**src/pdb_pkg.sv**
```systemverilog
// constants shared by the packet dram bank timing block
// assumes a single 200 MHz core clock sampling all link clocks
package pdb_pkg;
  localparam int          ADDR_W      = 6;
  localparam int          CAC_W       = 4;
  localparam int          SYNC_W      = 12;
  localparam logic [3:0]  CAC_MIN     = 4'h8;
  localparam logic [3:0]  CAC_MAX     = 4'hC;
  localparam int          LINE_W      = 14;
  localparam logic [2:0]  PKT_LEN     = 3'h4;
  localparam logic [1:0]  CORE_LAG    = 2'h1;
  localparam int          CHAIN_W     = 8;
  localparam logic [3:0]  CHAIN_LAST  = 4'h7;
  // synchroniser lane positions
  localparam int          IX_SBCLK    = 0;
  localparam int          IX_CMD      = 1;
  localparam int          IX_CHA      = 2;
  localparam int          IX_RXCLK    = 3;
  localparam int          IX_TXCLK    = 4;
  localparam int          IX_LANE     = 6;
  localparam int          IX_CHB      = 5;
  typedef enum logic [1:0] {
    PDB_DLY_NOMINAL,
    PDB_DLY_SHORT,
    PDB_DLY_LONG
  } pdb_dly_t;
  typedef enum logic [1:0] {
    PDB_EX_IDLE,
    PDB_EX_WAIT_ADDR,
    PDB_EX_DONE
  } pdb_exit_t;
endpackage

```
**src/pdb_core.sv**
```systemverilog
// device-side sideband, exit, read crossing and packet timing logic
// assumes all link clocks arrive as plain inputs sampled by clk
`timescale 1ns/100ps
`default_nettype none
module pdb_core #(
  parameter int CHAIN_BITS = pdb_pkg::CHAIN_W
) (
  input  wire logic                       clk,
  input  wire logic                       arst_n,
  input  wire logic                       sideband_clk,
  input  wire logic                       sideband_cmd,
  input  wire logic                       serial_chain_port_a_in,
  output logic                            serial_chain_port_a_out,
  output logic                            serial_chain_port_a_oe,
  input  wire logic                       serial_chain_port_b_in,
  output logic                            serial_chain_port_b_out,
  output logic                            serial_chain_port_b_oe,
  input  wire logic                       receive_clock_pair,
  input  wire logic                       transmit_clock_pair,
  input  wire logic [pdb_pkg::ADDR_W-1:0] data_lane_a,
  input  wire logic                       broadcast_exit_select,
  input  wire logic [pdb_pkg::ADDR_W-1:0] device_addr,
  input  wire logic                       powerdown_state,
  input  wire logic                       init_done,
  input  wire logic [1:0]                 delay_option,
  input  wire logic [pdb_pkg::CAC_W-1:0]  cac_cycles,
  input  wire logic                       read_cmd,
  input  wire logic                       column_cmd,
  input  wire logic                       packet_start,
  input  wire logic                       serial_read_active,
  input  wire logic                       chain_load,
  input  wire logic [CHAIN_BITS-1:0]      chain_word,
  output logic                            cmd_odd,
  output logic                            cmd_even,
  output logic                            cmd_valid,
  output logic                            chain_rx_bit,
  output logic                            chain_rx_valid,
  output logic                            chain_tx_busy,
  output logic                            exit_go,
  output logic                            read_data_valid,
  output logic                            core_column,
  output logic                            packet_busy,
  output logic                            packet_done
);
  import pdb_pkg::*;

  logic [SYNC_W-1:0]  sync_in;
  logic [SYNC_W-1:0]  meta_reg;
  logic [SYNC_W-1:0]  sync_reg;
  logic [SYNC_W-1:0]  prev_reg;
  logic               sb_rise;
  logic               sb_fall;
  logic               rx_tick;
  logic               tx_tick;
  logic [ADDR_W-1:0]  lane_s;
  logic               cmd_odd_reg;
  logic               cmd_even_reg;
  logic               cmd_valid_reg;
  logic               chain_rx_bit_reg;
  logic               chain_rx_valid_reg;
  logic [CHAIN_BITS-1:0] tx_shift_reg;
  logic [3:0]         tx_count_reg;
  logic               tx_busy_reg;
  pdb_exit_t          exit_state_reg;
  logic               exit_go_reg;
  logic [1:0]         delay_sel_reg;
  logic [CAC_W-1:0]   cac_reg;
  logic               init_seen_reg;
  logic               rd_pend_reg;
  logic [LINE_W-1:0]  line_reg;
  logic [CAC_W-1:0]   tap;
  logic               xfer_pend_reg;
  logic               rd_valid_reg;
  logic               col_pend_reg;
  logic [1:0]         col_lag_reg;
  logic               core_col_reg;
  logic [2:0]         pkt_count_reg;
  logic               pkt_busy_reg;
  logic               pkt_done_reg;

  // picks the delay line tap for the chosen option
  function automatic logic [CAC_W-1:0] pick_tap(
    input logic [CAC_W-1:0] cac,
    input logic [1:0]       sel
  );
    logic [CAC_W-1:0] t;
    t = cac;
    if (sel == PDB_DLY_SHORT) begin
      t = cac - 4'h1;
    end else if (sel == PDB_DLY_LONG) begin
      t = cac + 4'h1;
    end
    return t;
  endfunction

  // clamps the programmed access delay into range
  function automatic logic [CAC_W-1:0] clamp_cac(
    input logic [CAC_W-1:0] v
  );
    logic [CAC_W-1:0] r;
    r = v;
    if (v < CAC_MIN) begin
      r = CAC_MIN;
    end else if (v > CAC_MAX) begin
      r = CAC_MAX;
    end
    return r;
  endfunction

  // sideband inputs are high true, no inversion
  assign sync_in = {data_lane_a, serial_chain_port_b_in, transmit_clock_pair,
                    receive_clock_pair, serial_chain_port_a_in, sideband_cmd,
                    sideband_clk};

  // two-stage synchronisers, one per lane
  genvar gi;
  generate
    for (gi = 0; gi < SYNC_W; gi++) begin : g_sync
      always_ff @(posedge clk or negedge arst_n) begin
        if (!arst_n) begin
          meta_reg[gi] <= 1'b0;
          sync_reg[gi] <= 1'b0;
          prev_reg[gi] <= 1'b0;
        end else begin
          meta_reg[gi] <= sync_in[gi];
          sync_reg[gi] <= meta_reg[gi];
          prev_reg[gi] <= sync_reg[gi];
        end
      end
    end
  endgenerate

  assign sb_rise = sync_reg[IX_SBCLK] & ~prev_reg[IX_SBCLK];
  assign sb_fall = ~sync_reg[IX_SBCLK] & prev_reg[IX_SBCLK];
  assign rx_tick = sync_reg[IX_RXCLK] & ~prev_reg[IX_RXCLK];
  assign tx_tick = sync_reg[IX_TXCLK] & ~prev_reg[IX_TXCLK];
  assign lane_s  = sync_reg[IX_LANE +: ADDR_W];

  // command line: odd bit on rise, even bit on fall
  always_ff @(posedge clk or negedge arst_n) begin
    if (!arst_n) begin
      cmd_odd_reg   <= 1'b0;
      cmd_even_reg  <= 1'b0;
      cmd_valid_reg <= 1'b0;
    end else begin
      cmd_valid_reg <= sb_fall;
      if (sb_rise) begin
        cmd_odd_reg <= sync_reg[IX_CMD];
      end
      if (sb_fall) begin
        cmd_even_reg <= sync_reg[IX_CMD];
      end
    end
  end

  // chain input sampled once per period on fall
  always_ff @(posedge clk or negedge arst_n) begin
    if (!arst_n) begin
      chain_rx_bit_reg   <= 1'b0;
      chain_rx_valid_reg <= 1'b0;
    end else begin
      chain_rx_valid_reg <= sb_fall;
      if (sb_fall) begin
        chain_rx_bit_reg <= sync_reg[IX_CHA];
      end
    end
  end

  // returned serial word shifted out from falling edges
  always_ff @(posedge clk or negedge arst_n) begin
    if (!arst_n) begin
      tx_shift_reg <= '0;
      tx_count_reg <= 4'h0;
      tx_busy_reg  <= 1'b0;
    end else if (!tx_busy_reg && chain_load) begin
      tx_shift_reg <= chain_word;
      tx_count_reg <= 4'h0;
      tx_busy_reg  <= 1'b1;
    end else if (tx_busy_reg && sb_fall) begin
      tx_shift_reg <= {tx_shift_reg[CHAIN_BITS-2:0], 1'b0};
      tx_count_reg <= tx_count_reg + 4'h1;
      if (tx_count_reg == CHAIN_LAST) begin
        tx_busy_reg <= 1'b0;
      end
    end
  end

  // forward path a to b, return path b to a for reads
  assign serial_chain_port_b_out = serial_chain_port_a_in;
  assign serial_chain_port_b_oe  = ~serial_read_active;
  assign serial_chain_port_a_out = tx_busy_reg ?
                                   tx_shift_reg[CHAIN_BITS-1] :
                                   serial_chain_port_b_in;
  assign serial_chain_port_a_oe  = tx_busy_reg | serial_read_active;

  // nap or powerdown exit, broadcast or directed
  always_ff @(posedge clk or negedge arst_n) begin
    if (!arst_n) begin
      exit_state_reg <= PDB_EX_IDLE;
      exit_go_reg    <= 1'b0;
    end else begin
      exit_go_reg <= 1'b0;
      case (exit_state_reg)
        PDB_EX_IDLE: begin
          if (powerdown_state && sb_rise && sync_reg[IX_CMD]) begin
            exit_state_reg <= PDB_EX_WAIT_ADDR;
          end
        end
        PDB_EX_WAIT_ADDR: begin
          if (!powerdown_state) begin
            exit_state_reg <= PDB_EX_IDLE;
          end else if (sb_rise) begin
            if (broadcast_exit_select) begin
              exit_go_reg    <= 1'b1;
              exit_state_reg <= PDB_EX_DONE;
            end else if (lane_s == device_addr) begin
              exit_go_reg    <= 1'b1;
              exit_state_reg <= PDB_EX_DONE;
            end else begin
              exit_state_reg <= PDB_EX_IDLE;
            end
          end
        end
        PDB_EX_DONE: begin
          if (!powerdown_state) begin
            exit_state_reg <= PDB_EX_IDLE;
          end
        end
        default: begin
          exit_state_reg <= PDB_EX_IDLE;
        end
      endcase
    end
  end

  // delay option and access delay latched once at init
  always_ff @(posedge clk or negedge arst_n) begin
    if (!arst_n) begin
      delay_sel_reg <= PDB_DLY_NOMINAL;
      cac_reg       <= CAC_MIN;
      init_seen_reg <= 1'b0;
    end else if (init_done && !init_seen_reg) begin
      delay_sel_reg <= delay_option;
      cac_reg       <= clamp_cac(cac_cycles);
      init_seen_reg <= 1'b1;
    end
  end

  assign tap = pick_tap(cac_reg, delay_sel_reg);

  // read command delay line in receive clock cycles
  always_ff @(posedge clk or negedge arst_n) begin
    if (!arst_n) begin
      rd_pend_reg <= 1'b0;
      line_reg    <= '0;
    end else begin
      if (rx_tick) begin
        line_reg    <= {line_reg[LINE_W-2:0], rd_pend_reg};
        rd_pend_reg <= read_cmd;
      end else if (read_cmd) begin
        rd_pend_reg <= 1'b1;
      end
    end
  end

  // hand over to the transmit clock at its next edge
  always_ff @(posedge clk or negedge arst_n) begin
    if (!arst_n) begin
      xfer_pend_reg <= 1'b0;
      rd_valid_reg  <= 1'b0;
    end else begin
      rd_valid_reg <= tx_tick & xfer_pend_reg;
      if (rx_tick && line_reg[tap - 4'h1]) begin
        xfer_pend_reg <= 1'b1;
      end else if (tx_tick) begin
        xfer_pend_reg <= 1'b0;
      end
    end
  end

  // core column strobe trails the channel by one cycle
  always_ff @(posedge clk or negedge arst_n) begin
    if (!arst_n) begin
      col_pend_reg <= 1'b0;
      col_lag_reg  <= 2'h0;
      core_col_reg <= 1'b0;
    end else begin
      core_col_reg <= 1'b0;
      if (column_cmd) begin
        col_pend_reg <= 1'b1;
      end else if (rx_tick && col_pend_reg) begin
        col_pend_reg <= 1'b0;
      end
      if (rx_tick) begin
        if (col_pend_reg) begin
          col_lag_reg <= CORE_LAG;
        end else if (col_lag_reg != 2'h0) begin
          col_lag_reg <= col_lag_reg - 2'h1;
          if (col_lag_reg == 2'h1) begin
            core_col_reg <= 1'b1;
          end
        end
      end
    end
  end

  // each packet holds the link for four channel cycles
  always_ff @(posedge clk or negedge arst_n) begin
    if (!arst_n) begin
      pkt_count_reg <= 3'h0;
      pkt_busy_reg  <= 1'b0;
      pkt_done_reg  <= 1'b0;
    end else begin
      pkt_done_reg <= 1'b0;
      if (!pkt_busy_reg && packet_start) begin
        pkt_busy_reg  <= 1'b1;
        pkt_count_reg <= 3'h0;
      end else if (pkt_busy_reg && rx_tick) begin
        pkt_count_reg <= pkt_count_reg + 3'h1;
        if (pkt_count_reg == PKT_LEN - 3'h1) begin
          pkt_busy_reg <= 1'b0;
          pkt_done_reg <= 1'b1;
        end
      end
    end
  end

  assign cmd_odd         = cmd_odd_reg;
  assign cmd_even        = cmd_even_reg;
  assign cmd_valid       = cmd_valid_reg;
  assign chain_rx_bit    = chain_rx_bit_reg;
  assign chain_rx_valid  = chain_rx_valid_reg;
  assign chain_tx_busy   = tx_busy_reg;
  assign exit_go         = exit_go_reg;
  assign read_data_valid = rd_valid_reg;
  assign core_column     = core_col_reg;
  assign packet_busy     = pkt_busy_reg;
  assign packet_done     = pkt_done_reg;

  a_cmd_even_edge: assert property (@(posedge clk) disable iff (!arst_n)
    cmd_valid_reg |-> $past(sb_fall))
    else $error("even command bit without falling edge");

  a_cmd_odd_hold: assert property (@(posedge clk) disable iff (!arst_n)
    !$past(sb_rise) |-> $stable(cmd_odd_reg))
    else $error("odd command bit changed off rising edge");

  a_chain_rx_fall: assert property (@(posedge clk) disable iff (!arst_n)
    $changed(chain_rx_bit_reg) |-> $past(sb_fall))
    else $error("chain input sampled off falling edge");

  a_chain_tx_fall: assert property (@(posedge clk) disable iff (!arst_n)
    ($past(tx_busy_reg) && tx_busy_reg && $changed(tx_count_reg))
      |-> $past(sb_fall))
    else $error("chain bit launched off falling edge");

  a_forward_path: assert property (@(posedge clk) disable iff (!arst_n)
    serial_chain_port_b_out == serial_chain_port_a_in)
    else $error("chain forward path broken");

  a_exit_bcast: assert property (@(posedge clk) disable iff (!arst_n)
    (exit_state_reg == PDB_EX_WAIT_ADDR && powerdown_state && sb_rise &&
     broadcast_exit_select) |=> exit_go_reg)
    else $error("broadcast exit not taken");

  a_exit_directed: assert property (@(posedge clk) disable iff (!arst_n)
    exit_go_reg |-> ($past(broadcast_exit_select) ||
                     $past(lane_s) == $past(device_addr)))
    else $error("directed exit without address match");

  a_delay_fixed: assert property (@(posedge clk) disable iff (!arst_n)
    $past(init_seen_reg) |-> ($stable(delay_sel_reg) && $stable(cac_reg)))
    else $error("read delay option changed after init");

  a_cac_range: assert property (@(posedge clk) disable iff (!arst_n)
    cac_reg >= CAC_MIN && cac_reg <= CAC_MAX)
    else $error("access delay out of range");

  a_read_cross: assert property (@(posedge clk) disable iff (!arst_n)
    rd_valid_reg |-> $past(tx_tick) && !xfer_pend_reg)
    else $error("read data not launched on transmit edge");

  a_packet_len: assert property (@(posedge clk) disable iff (!arst_n)
    pkt_done_reg |-> $past(pkt_count_reg) == PKT_LEN - 3'h1)
    else $error("packet length not four cycles");
endmodule
`default_nettype wire

```
**config.mk**
```make
export PLATFORM = sky130hd
export DESIGN_NAME = pdb_core
export DESIGN_NICKNAME = d
export VERILOG_FILES = /design/src/pdb_pkg.sv /design/src/pdb_core.sv
export SDC_FILE = /design/constraint.sdc
export NUM_CORES = 1
export LEC_CHECK = 0
export BUFFER_PORTS_ARGS = -buffer_cell sky130_fd_sc_hd__buf_2
export CAP_MARGIN = 20
export CELL_PAD_IN_SITES_DETAIL_PLACEMENT = 1
export CELL_PAD_IN_SITES_GLOBAL_PLACEMENT = 2
export CORE_ASPECT_RATIO = 1.25
export CORE_MARGIN = 5
export CORE_UTILIZATION = 39
export DETAILED_ROUTE_END_ITERATION = 8
export GPL_ROUTABILITY_DRIVEN = 0
export GPL_TIMING_DRIVEN = 0
export PLACE_DENSITY = 0.82
export SLEW_MARGIN = 20
export SYNTH_ARGS = -nofsm -noshare
export SYNTH_HDL_FRONTEND = slang
export SYNTH_SLANG_ARGS = --single-unit
```
**constraint.sdc**
```tcl
create_clock -name clk -period 6 [get_ports clk]
set_input_delay 1.8 -clock clk [delete_from_list [all_inputs] [get_ports clk]]
set_output_delay 1.8 -clock clk [all_outputs]
set_load 0.05 [all_outputs]
```
==> out/results.tsv, run 1 <==
metric	value	unit
status	finished clean	
Core Region	8290	sq um
Yosys warnings	0	
Top FF cell, synth	dfrtp_1	
max cap viols	0	
Pwr Total	1.38	mW
post-synthesis compound-gate area fraction	0.0808	
H-tree Lvls	3	
Clock Sinks	78	
Yosys reg bits	78	
ANT cells	0	
layout cells sized above 1	0.256	
drt first pass iters	3	
Tightest Hold Check Type	flip-flop to flip-flop	
Worst path most repeated cell	buf_2	
hold_sp	meta_reg[0]	
relative slew slack	0.669	
post-synthesis simple-gate area fraction	0.160	
most common cell after layout, fill and taps aside	dfrtp_1	
mux share of post-synthesis cell area	0.0698	
Seq pwr share	0.494	
area leader, netlist	dfrtp_1	
Row Count	37	
Synth Area in XOR/XNOR	0.0404	
Hold Vio Cnt, Final	0	
DR iter-0 viols	61	
synthesized cell area	3310	sq um
IO buf count	56	
number of synthesized flops with an enable pin	0	
Placed Cells	441	
min Tclk post-route	4.18	ns
Peak Freq	0.239	GHz
largest net degree at the start of global routing	53	
reg2reg start	cac_reg[0]	
P_int	0.927	mW
Via density	5.00	
worst path cell trace	buf_2 > or2_2 > buf_2	
I/O pin total	57	
Area contributors post-synth	dfrtp_1, nand2_1, ha_1	
r2r setup slk	2.82	ns
Antenna Nets Post-Route	0	
critical path arrival	2.38	ns
CTS tree	built	
sw power	0.451	mW
WHS	0.353	ns
clk slew on worst S/H paths	0.08	ns
max reg flops	14	
Synth Area in Adders	0.0302	
slowest CP cell	or2_2	
footprint of the multi-input gates	1260	sq um
crit path capture type	output port	
Final Skew	0.00799	ns
clk_lat worst skew	0.35	ns
CP peak stage delay	0.26	ns
CP Launch Type	primary input	
Setup Viol. Count Final	0	
starting density of the core	0.400	
syn_area_per_cell	11.5	sq um
# hold bufs at CTS	0	
vias in the first global route	2451	
fillcell total	928	
Worst path top cell family by delay	buffers and inverters	
ys async rst share	1.00	
Non-Filler Instances	457	
fin crit share	0.697	
static leakage	1.94	nW
Comb pwr share	0.251	
reg2reg end	xfer_pend_reg	
Yosys cell types	46	
worst slew pin tran	0.497	ns
gr usage total	0.140	
Syn Inst Count	287	
worst path required time	4.20	ns
post-synthesis sequential area ratio	0.589	
DIE AREA	10500	sq um
synth-to-layout area growth	18.3	%
Routed Wire Length	6.69	mm
chip width	92.5	um
PD cells	351	nW/um^2
FF-to-FF path depth	10	
most frequent cells in the layout	dfrtp_1, nand2_1, buf_2	
DR WL/cell	14.6	um
hold depth	0	
CP Max Fanout	2	
initial antenna violation count	0	
Slew Limit Fails	0	
# Post-CTS Setup Buffers	0	
TritonCTS Buffers	9	
via count	2287	
Nets	405	
register area	1950	sq um
WS Path Type	primary input to output port	
post-cts sizing count	0	
top cell type's share of synthesized area	0.581	
clock tree buffer depth	2	
post-synth net total	337	
Worst Hold End	sync_reg[0]	
global-route wire length before repair	11.4	mm
RSZ-0062 raised after global routing	false	
Worst VDD drop	0.000142	V
Die H	113	um
Bufs and invs on worst path	2	
main combinational cell family by area after synthesis	simple AND/OR/NAND/NOR gates	
DP HPWL	4.87	mm
Setup TNS	0	ns
GRT overflow	0	
Root Buffer	clkbuf_8	
Clock power frac	0.255	
DRC violations left	0	
sw frac	0.327	
[cell type report]
class	instances	area share
plain buffers	14	0.0172
clock buffers	10	0.0351
clock inverters	6	0.00957
inverters	8	0.00766
multi-input cells	187	0.322
flip-flops and latches	78	0.498
well taps	97	0.0310
repair buffers	57	0.0791
[cells in the mapped netlist, types with 5 or more instances]
cell type	number
a21oi_1	5
nor2b_1	6
a22o_1	5
clkbuf_1	11
nand3_1	7
xnor2_1	5
ha_1	8
dfrtp_1	77
inv_1	8
mux2i_1	10
mux2_2	7
nand2b_1	6
nand2_1	65
o21ai_0	15
[power groups by stage]
stage | Combinational, mW | Clock, mW | Sequential [mW]
finish | 0.346 | 0.351 | 0.680
global route | 0.386 | 0.395 | 0.694
CTS | 0.354 | 0.368 | 0.682
detailed placement | 0.353 | 0 | 0.691
global placement | 0.333 | 0 | 0.685
floorplan | 0.234 | 0 | 0.701
[routing by layer]
metal,vias up,track usage,routed length (um)
li1,1106,-,-
met1,1132,0.164,2840
met2,39,0.233,3380
met3,10,0.0472,357
met4,0,0.0595,114
met5,-,0,0
[stage by stage]
stage / setup WS (ns) / util / area, sq um
6_report: 1.82 / 0.473 / 3920
5_1_grt: 1.81 / 0.473 / 3920
4_1_cts: 1.82 / 0.473 / 3920
3_5_place_dp: 1.82 / 0.452 / 3750
3_3_place_gp: 1.83 / 0.448 / 3720
2_1_floorplan: 2.01 / - / 3310
[worst max-delay path by stage]
stage,end,slack (ns),from,cells after the start
6_report,serial_chain_port_a_oe,1.82,serial_read_active,3
5_1_grt,serial_chain_port_a_oe,1.81,serial_read_active,3
4_1_cts,serial_chain_port_a_oe,1.82,serial_read_active,3
3_5_place_dp,serial_chain_port_a_oe,1.82,serial_read_active,3
3_3_place_gp,serial_chain_port_a_oe,1.83,serial_read_active,3
2_1_floorplan,serial_chain_port_a_oe,2.01,serial_read_active,1
[logic make-up (layout without fill, tap and decap cells)]
kind of cell    after synthesis  after routing
flops                        78             78
mux                          19             19
simple gates                107            107
fa+ha+maj                     8              8
xor+xnor                     12             12
compound gates               41             41
buf+inv                      22             95
Power figures use the tool's default switching activity.
==> run 2, diff against run 1 <==
ABC_AREA = 1   (was default)
CORE_UTILIZATION = 34   (was 39)
PLACE_DENSITY = 0.77   (was 0.82)
clock period = 4.3 ns   (was 6 ns; I/O delays follow)
==> run 2 against run 1 <==
Power up 66%. Register-to-register slack worse by 0.67 ns. Largest cell class unchanged. Clock-buffer cell count up 3. Clock skew down 0.0027 ns. Core utilization down 4.4 points. Via count up 11%. Final cell count up 22%. Sequential power up 39%. Critical path depth up 1. Hold slack worse by 0.0048 ns. Synthesized cell count up 25%.
==> out/results.tsv, run 2 <==
metric	value	unit
slowest CP cell	buf_2	
GRT overflow	0	
number of synthesized flops with an enable pin	0	
Nets	477	
critical path arrival	1.73	ns
I/O pin total	57	
DP HPWL	5.17	mm
IO buf count	56	
Clock power frac	0.361	
most frequent cells in the layout	nand2_1, dfrtp_1, buf_2	
met2 WL	3.71	mm
hold_sp	meta_reg[6]	
DIE AREA	11800	sq um
RSZ-0062 raised after global routing	false	
Syn Inst Count	359	
ANT cells	0	
count leader, synth	nand2_1	
static leakage	2.10	nW
clock tree buffer depth	2	
main combinational cell family by area after synthesis	simple AND/OR/NAND/NOR gates	
Synth Area in Adders	0.0302	
area leader, netlist	dfrtp_1	
Yosys reg bits	78	
footprint of the multi-input gates	1150	sq um
# Post-CTS Setup Buffers	0	
max reg flops	14	
worst path required time	3.01	ns
fin crit share	0.702	
DRC violations left	0	
CP Launch Type	primary input	
synth-to-layout area growth	24.0	%
Worst path top cell family by delay	buffers and inverters	
Peak Freq	0.331	GHz
Clock Sinks	78	
Core Region	9560	sq um
relative slew slack	0.675	
Seq pwr share	0.412	
DR iter-0 viols	53	
Final Skew	0.00525	ns
Synth top cells by count	nand2_1, dfrtp_1, inv_1	
largest net degree at the start of global routing	52	
status	finished clean	
sw frac	0.305	
Synth Area in XOR/XNOR	0.0185	
register area	1950	sq um
hold depth	0	
Via density	4.57	
fillcell total	1121	
Slew Limit Fails	0	
post-synthesis sequential area ratio	0.590	
gr usage total	0.127	
Worst VDD drop	0.000171	V
crit path from	serial_chain_port_b_in	
Comb pwr share	0.226	
top sig layer	met4	
synthesized cell area	3310	sq um
sw power	0.698	mW
DR WL/cell	12.6	um
post-synthesis compound-gate area fraction	0.0715	
syn_area_per_cell	9.22	sq um
Yosys cell types	32	
Top FF cell, synth	dfrtp_1	
Die H	120	um
drt first pass iters	4	
min Tclk post-route	3.02	ns
Hold Vio Cnt, Final	0	
r2r setup slk	2.15	ns
WS Path Type	primary input to output port	
# hold bufs at CTS	0	
Routed Wire Length	7.00	mm
CP peak stage delay	0.25	ns
Bufs and invs on worst path	2	
mux share of post-synthesis cell area	0	
Row Count	40	
CP Capture Point	serial_chain_port_a_out	
P_int	1.59	mW
Setup TNS	0	ns
vias in the first global route	2698	
PD cells	557	nW/um^2
Yosys warnings	0	
Area contributors post-synth	dfrtp_1, nand2_1, nand3_1	
reg2reg end	xfer_pend_reg	
TritonCTS Buffers	9	
layout cells sized above 1	0.213	
reg2reg start	cac_reg[0]	
worst path cell trace	buf_2 > nand2_1 > nand2_1 > buf_2	
max cap viols	0	
post-synthesis simple-gate area fraction	0.227	
Tightest Hold Check Type	flip-flop to flip-flop	
met3 wire len	274	um
worst slew pin tran	0.485	ns
CP Max Fanout	1	
H-tree Lvls	3	
Setup Viol. Count Final	0	
global-route wire length before repair	12.1	mm
post-cts sizing count	0	
WL met1	2.91	mm
post-synth net total	409	
most common cell after layout, fill and taps aside	nand2_1	
via count	2550	
WP depth	4	
ys async rst share	1.00	
Root Buffer	clkbuf_16	
crit path capture type	output port	
starting density of the core	0.346	
clk_lat worst skew	0.33	ns
chip width	98.2	um
clk slew on worst S/H paths	0.06	ns
initial antenna violation count	0	
top cell type's share of synthesized area	0.582	
Antenna Nets Post-Route	0	
WHS	0.348	ns
FF-to-FF path depth	15	
CTS tree	built	
==> run 2: worst min-delay path by stage <==
stage / to / slack, ns
2_1_floorplan: lane_s[0] / 0.33
3_3_place_gp: lane_s[5] / 0.33
3_5_place_dp: lane_s[0] / 0.34
4_1_cts: lane_s[0] / 0.35
5_1_grt: sync_reg[3] / 0.36
6_report: lane_s[0] / 0.35
==> run 2: final cells by class <==
cell class | instances | share of cell area
Buffer | 7 | 0.0104
Timing Repair Buffer | 57 | 0.0756
Multi-Input combinational cell | 230 | 0.280
Tap cell | 126 | 0.0384
Clock inverter | 3 | 0.0165
Inverter | 44 | 0.0402
Sequential cell | 78 | 0.476
Clock buffer | 13 | 0.0634
==> run 2: logic make-up after synthesis <==
logic type	Yosys count
AOI/OAI and AO/OA	42
xor gates and xnor gates	7
adders and majority gates	8
buffers and inverters	51
DFF	78
and+or+nand+nor	173
==> run 2: through the flow <==
step / total power, mW / cell area (sq um) / setup slack, ns / util / instances
finish: 2.29 / 4110 / 1.28 / 0.429 / 558
global route: 2.44 / 4110 / 1.25 / 0.429 / 558
CTS: 2.33 / 4110 / 1.28 / 0.429 / 558
detailed placement: 1.48 / 3780 / 1.28 / 0.395 / 542
global placement: 1.45 / 3750 / 1.29 / 0.392 / 541
floorplan: 1.33 / 3310 / 1.00 / - / 359
==> run 2: layer usage <==
| metal | vias to the layer above | track usage |
|---|---|---|
| met5 | - | 0 |
| met2 | 36 | 0.224 |
| met1 | 1234 | 0.145 |
| li1 | 1271 | - |
| met3 | 9 | 0.0294 |
| met4 | 0 | 0.0598 |
==> run 2: power by group through the flow <==
stage / Sequential (mW) / Combinational (mW) / Clock [mW]
2_1_floorplan: 0.972 / 0.354 / 0
3_3_place_gp: 0.949 / 0.504 / 0
3_5_place_dp: 0.955 / 0.528 / 0
4_1_cts: 0.944 / 0.533 / 0.855
5_1_grt: 0.960 / 0.595 / 0.886
6_report: 0.942 / 0.518 / 0.826
